File: src/fthd_pkg.sv
// Overview of operation
// - Opcode EC, greater-than float compare, traps instead of computing.
// - Opcode EE, less-than float compare, traps instead of a result.
// - Opcode F4, float multiply, traps instead of a product.
// - Opcode F2, float subtract, traps instead of a difference.
// - A float trap loads the pointers with first, second and dest fields.
// - Fields: opcode 31-24, dest 23-16, first 15-8, second 7-0.
// - Greater-than TRUE if first float exceeds second; less-than mirrors.
// - An executed halt enters the drain state (halt_pending) on the following cycle and halt mode at least one cycle after.
// - Halt first lets every external data access in progress complete.
// - Supervisor-only halt; user mode takes a protection trap instead.
// - A trap of the instruction after halt is taken before halting.
package fthd_pkg;
  localparam int OP_MSB = 31;
  localparam int OP_LSB = 24;
  localparam int DEST_LSB = 16;
  localparam int FIRST_LSB = 8;
  localparam int SECOND_LSB = 0;
  localparam int FIELD_W = 8;
  localparam logic [7:0] OP_FLOAT_GREATER_COMPARE = 8'hEC;
  localparam logic [7:0] OP_FLOAT_LESS_COMPARE = 8'hEE;
  localparam logic [7:0] OP_FLOAT_MULTIPLY = 8'hF4;
  localparam logic [7:0] OP_FLOAT_SUBTRACT = 8'hF2;
  localparam logic [7:0] OP_HALT_DEFAULT = 8'h89;
  localparam logic [31:0] BOOL_TRUE = 32'h80000000;
  localparam logic [31:0] BOOL_FALSE = 32'h00000000;
  localparam logic [7:0] PTR_RESET = 8'h00;

  typedef enum logic [3:0] {
    TRAP_NONE = 4'h0,
    TRAP_FLOAT_GREATER = 4'h1,
    TRAP_FLOAT_LESS = 4'h2,
    TRAP_FLOAT_MULTIPLY = 4'h3,
    TRAP_FLOAT_SUBTRACT = 4'h4,
    TRAP_PROTECTION = 4'h5
  } fthd_trap_t;

  typedef enum logic [2:0] {
    ST_RUN = 3'b001,
    ST_DRAIN = 3'b010,
    ST_HALTED = 3'b100
  } fthd_state_t;
endpackage

File: src/fthd_decode.sv
`timescale 1ns/1ps
`default_nettype none
module fthd_decode
  #(
  parameter logic [7:0] HALT_OPCODE = fthd_pkg::OP_HALT_DEFAULT
  )
(
  // clock and reset
  input wire logic clk_sys,
  input wire logic rst,
  // instruction in execute stage
  input wire logic instr_valid,
  input wire logic [31:0] instr_word,
  input wire logic supervisor_mode,
  // operands read from the register file
  input wire logic [31:0] first_operand,
  input wire logic [31:0] second_operand,
  // following instruction and memory side
  input wire logic next_instr_valid,
  input wire logic next_instr_exception,
  input wire logic data_access_busy,
  // trap request, one cycle
  output logic trap_req,
  output fthd_pkg::fthd_trap_t trap_kind,
  // indirect pointers
  output logic [7:0] indirect_ptr_first_src,
  output logic [7:0] indirect_ptr_second_src,
  output logic [7:0] indirect_ptr_dest,
  // architectural compare result for a handler
  output logic [31:0] compare_result,
  // run state
  output logic halt_mode,
  output logic halt_pending
);
  import fthd_pkg::*;

  fthd_state_t state;
  fthd_state_t next_state;
  fthd_trap_t next_trap_kind;

  wire [7:0] opcode = instr_word[OP_MSB:OP_LSB];
  wire [7:0] dest_field = instr_word[DEST_LSB +: FIELD_W];
  wire [7:0] first_source_field = instr_word[FIRST_LSB +: FIELD_W];
  wire [7:0] second_source_field =
    instr_word[SECOND_LSB +: FIELD_W];

  wire running = (state == ST_RUN);
  wire take = instr_valid && running;
  wire is_gt = take && (opcode == OP_FLOAT_GREATER_COMPARE);
  wire is_lt = take && (opcode == OP_FLOAT_LESS_COMPARE);
  wire is_mul = take && (opcode == OP_FLOAT_MULTIPLY);
  wire is_sub = take && (opcode == OP_FLOAT_SUBTRACT);
  wire is_halt = take && (opcode == HALT_OPCODE);
  wire float_trap = is_gt || is_lt || is_mul || is_sub;
  wire halt_denied = is_halt && !supervisor_mode;
  wire halt_ok = is_halt && supervisor_mode;
  // exception of the following instruction goes first
  wire follow_exc = (state == ST_DRAIN) && next_instr_valid
    && next_instr_exception;

  wire a_gt_b;
  wire b_gt_a;

  fthd_float_cmp u_cmp_ab
  (
    .a(first_operand),
    .b(second_operand),
    .a_gt_b(a_gt_b)
  );

  fthd_float_cmp u_cmp_ba
  (
    .a(second_operand),
    .b(first_operand),
    .a_gt_b(b_gt_a)
  );

  wire cmp_true = is_gt ? a_gt_b : b_gt_a;
  wire [31:0] next_compare = cmp_true ? BOOL_TRUE : BOOL_FALSE;

  always_comb
  begin
    next_trap_kind = TRAP_NONE;
    if (is_gt)
    begin
      next_trap_kind = TRAP_FLOAT_GREATER;
    end
    else if (is_lt)
    begin
      next_trap_kind = TRAP_FLOAT_LESS;
    end
    else if (is_mul)
    begin
      next_trap_kind = TRAP_FLOAT_MULTIPLY;
    end
    else if (is_sub)
    begin
      next_trap_kind = TRAP_FLOAT_SUBTRACT;
    end
    else if (halt_denied)
    begin
      next_trap_kind = TRAP_PROTECTION;
    end
  end

  always_comb
  begin
    next_state = state;
    case (state)
      ST_RUN:
      begin
        if (halt_ok)
        begin
          next_state = ST_DRAIN;
        end
      end
      ST_DRAIN:
      begin
        // wait for data accesses and any trap of the follower
        if (!follow_exc && !data_access_busy)
        begin
          next_state = ST_HALTED;
        end
      end
      ST_HALTED:
      begin
        next_state = ST_HALTED;
      end
      default:
      begin
        next_state = ST_RUN;
      end
    endcase
  end

  always_ff @(posedge clk_sys)
  begin
    if (rst)
    begin
      state <= ST_RUN;
    end
    else
    begin
      state <= next_state;
    end
  end

  always_ff @(posedge clk_sys)
  begin
    if (rst)
    begin
      trap_req <= 1'b0;
      trap_kind <= TRAP_NONE;
    end
    else
    begin
      trap_req <= float_trap || halt_denied;
      trap_kind <= next_trap_kind;
    end
  end

  always_ff @(posedge clk_sys)
  begin
    if (rst)
    begin
      indirect_ptr_first_src <= PTR_RESET;
      indirect_ptr_second_src <= PTR_RESET;
      indirect_ptr_dest <= PTR_RESET;
      compare_result <= BOOL_FALSE;
    end
    else if (float_trap)
    begin
      indirect_ptr_first_src <= first_source_field;
      indirect_ptr_second_src <= second_source_field;
      indirect_ptr_dest <= dest_field;
      compare_result <= next_compare;
    end
  end

  assign halt_mode = (state == ST_HALTED);
  assign halt_pending = (state == ST_DRAIN);
endmodule
`default_nettype wire

File: src/fthd_float_cmp.sv
`timescale 1ns/1ps
`default_nettype none
// single-precision signed order, zeros equal, nan never ordered
module fthd_float_cmp
(
  // operands
  input wire logic [31:0] a,
  input wire logic [31:0] b,
  // result
  output logic a_gt_b
);
  wire a_nan = (a[30:23] == 8'hFF) && (a[22:0] != 23'h000000);
  wire b_nan = (b[30:23] == 8'hFF) && (b[22:0] != 23'h000000);
  wire both_zero = (a[30:0] == 31'h00000000) && (b[30:0] == 31'h00000000);
  wire mag_gt = a[30:0] > b[30:0];
  wire mag_lt = a[30:0] < b[30:0];
  wire ord_gt = (a[31] != b[31]) ? b[31] : (a[31] ? mag_lt : mag_gt);
  assign a_gt_b = !a_nan && !b_nan && !both_zero && ord_gt;
endmodule
`default_nettype wire

File: config.mk
export PLATFORM = sky130hd
export DESIGN_NAME = fthd_decode
export DESIGN_NICKNAME = d
export VERILOG_FILES = /design/src/fthd_pkg.sv /design/src/fthd_decode.sv /design/src/fthd_float_cmp.sv
export SDC_FILE = /design/constraint.sdc
export NUM_CORES = 1
export LEC_CHECK = 0
export BUFFER_PORTS_ARGS = -buffer_cell sky130_fd_sc_hd__buf_2
export CAP_MARGIN = 20
export CORE_MARGIN = 1.5
export CORE_UTILIZATION = 48
export DETAILED_ROUTE_END_ITERATION = 16
export PLACE_DENSITY = 0.82
export SYNTH_ARGS = -nofsm -noshare
export SYNTH_HDL_FRONTEND = slang
export SYNTH_HIERARCHICAL = 1
export SYNTH_SLANG_ARGS = --single-unit
File: constraint.sdc
create_clock -name clk_sys -period 1.83 [get_ports clk_sys]
set_input_delay 0 -clock clk_sys [delete_from_list [all_inputs] [get_ports clk_sys]]
set_output_delay 0 -clock clk_sys [all_outputs]
set_load 0.01 [all_outputs]
==> flow_summary.toml <==
[timing]
slew-limit-headroom = 0.612
rsz0062_at_grt = "no"
setup_viol = 0
fin_crit_ps = 1680
fmax_mhz = 595
worstMarginPinSlew_ps = 582
final_hold_viol_count = 0
timing.final.crit_share = 0.918
slew_viol_final = 0
finClkSkew_ps = 10.7

[floorplanning]
num_io_pins = 166
initial_core_util = 0.496
die_area_mm2 = 0.00802
fp.dieH_um = 89.5
die_w_um = 89.5
rows = 31
coreArea_mm2 = 0.00725

[worst_hold_path]
hold_depth = 3
hp-class = "input port to register"

[pwr]
p_per_area_mw_per_mm2 = 419
max-vdd-ir-drop_mv = 0.561
p_clk_frac = 0.280
p_int_mw = 1.40
leakage_nw = 2.57
swShare = 0.328
pwr-share-seq = 0.335
combPwrFrac = 0.385
p_switching_mw = 0.685

[global_routing]
antenna_found_initial = 0
grt_pass1_vias = 3995
grt-ovfl-total = 0
grt_pass1_wl_um = 18000
grt_start_max_net_pins = 33
grt.total_usage = 0.287

[critical_path]
ff2ff_path_depth = 5
r2r-end = "indirect_ptr_second_src[4]"
critical_path_arrival_ps = 1880
cp-start-kind = "register"
worstSetupPathType = "register to register"
r2r_start = "state[2]"
endpoint_kind = "register"
crit_end = "indirect_ptr_second_src[4]"
worstPathRequired_ps = 2030
r2r_slack_ps = 150
cp_max_fo = 18
crit_start = "state[2]"

[logic_synthesis]
synth_flop_cell = "dfxtp_1"
ys_seq_elements = 32
yosysSeqAreaShare = 0.178
synth_cell_type_count = 49
synthCells = 475
async_flop_share = 0
syn_avg_cell_area_um2 = 7.57
yosys_warnings = 6
synth_edf_count = 0
synth_area_mm2 = 0.00359

[clocking]
insertion_delay_ps = 290
cts.path.max_buffers = 2
cts_tree = "done"
root_buffer = "clkbuf_8"
path_clk_slew_ps = 60
post-cts-setup-buffers = 0
cts_made_buffers = 5
cts_sinks = 32
htreeDepth = 2

[detailed_routing]
post_drt_wl_per_cell_um = 15.4
drt_iter0_drc = 302
vias_per_cell = 5.60
postRouteAntennaNets = 0
wl_met1_um = 4860
num_vias = 4381
top_layer_used = "met4"
wirelength_um = 12100
wl_met2_um = 6050
wl_met3_um = 751
first_pass_iters = 7
drc_errors = 0

[layout]
antennaDiodeCount = 0
layout-area-overhead-vs-synth_pct = 38.7
mostFrequentLayoutCell = "buf_2"
final_cell_mix = "133 x buf_2, 66 x inv_1, 62 x ha_1"
utilization = 0.688
drive_above_1_share = 0.321
layout.nets = 848
stdcell_area_mm2 = 0.00499

[run_status]
outcome = "completed"

[placement]
dp_hpwl_um = 9160
place.gp.congestion = 0.970
placement.io_buffers = 133
post_dp_cell_area_mm2 = 0.00463

[flow_run]
max_cap_viol_count = 0
## sequential cells by signal (all words and copies together), names as in the netlist
name and count:
compare_result 1, indirect_ptr_dest 8, indirect_ptr_first_src 8, indirect_ptr_second_src 8, state 3, trap_kind 3, trap_req 1
## synth_stat cells, types with 4 or more instances
cell      number  area (um2)
ha_1          62         776
nand2_1       24        90.1
o21ai_0       28         140
nor2_1         8        30.0
a21o_1         5        37.5
nor4_1        30         188
o31ai_1        4        30.0
nor3_1         8        40.0
nand4_2        4        50.1
buf_4         35         263
nand4_1       20         125
dfxtp_1       32         641
a221oi_1       6        52.6
clkbuf_1       5        18.8
o21ai_1       10        50.1
a21oi_1       50         250
nand3_1       30         150
inv_1         66         248
## worst min path at each step
| stage | endpoint | slack, ps | start |
|---|---|---|---|
| 2_1_floorplan | trap_kind[2] | 70 | rst |
| 3_3_place_gp | indirect_ptr_dest[5] | 250 | instr_word[21] |
| 3_5_place_dp | indirect_ptr_dest[5] | 260 | instr_word[21] |
| 4_1_cts | state[1] | 20 | supervisor_mode |
| 5_1_grt | state[1] | 50 | supervisor_mode |
| 6_report | state[1] | 20 | supervisor_mode |
## per-stage QoR
step / hold slack, ps / instances / TNS (ps) / setup WS [ps] / power [mW]
6_report: 21.3 / 782 / 0 / 150 / 2.09
5_1_grt: 47.0 / 782 / 0 / 2.57 / 2.20
4_1_cts: 17.6 / 782 / 0 / 113 / 2.08
3_5_place_dp: 259 / 751 / -196 / -196 / 1.45
3_3_place_gp: 253 / 751 / -130 / -130 / 1.42
2_1_floorplan: 66.2 / 506 / 0 / 166 / 1.13
## power groups by stage
stage	Clock [mW]	Combinational [mW]	Sequential (mW)
global placement	0	0.705	0.716
floorplan	0	0.409	0.717
detailed placement	0	0.732	0.716
CTS	0.599	0.777	0.700
global route	0.624	0.880	0.700
finish	0.584	0.804	0.700
## what timing repair did
item / 4_1_cts / 5_1_grt
hold buffers: 24 / 0
gates resized for setup: 0 / 3
endpoints found under the setup margin: 0 / 1
endpoints found under the hold margin: 24 / 0
## area by class of cell
cell class | instances | area, um2
well taps | 99 | 124
repair buffers | 215 | 1340
clock buffers | 7 | 96.3
multi-input cells | 363 | 2540
fillers | 597 | 2270
flip-flops and latches | 32 | 641
inverters | 66 | 248
## kinds of logic (layout without fill, tap and decap cells)
logic type,Yosys count,in the layout,synth area share
xor gates and xnor gates,1,1,0.00244
and+or+nand+nor,148,148,0.250
buffers and inverters,111,288,0.153
adders and majority gates,62,62,0.216
muxes,1,1,0.00278
other,1,32,0.00104
AOI/OAI and AO/OA,119,119,0.197
DFF,32,32,0.178
## per-layer routing
metal  track usage  up-vias
met5             0        -
met4         0.124        0
met3        0.0388       35
met2         0.497      217
met1         0.353     2029
li1              -     2100
## worst max-delay path, cell delays in order (launching register included)
cell and delay, ps:
dfxtp_1 340, and4bb_2 330, and3_1 350, buf_4 300, nand3_1 120, a21oi_1 160
(Power assumes the default switching activity.)
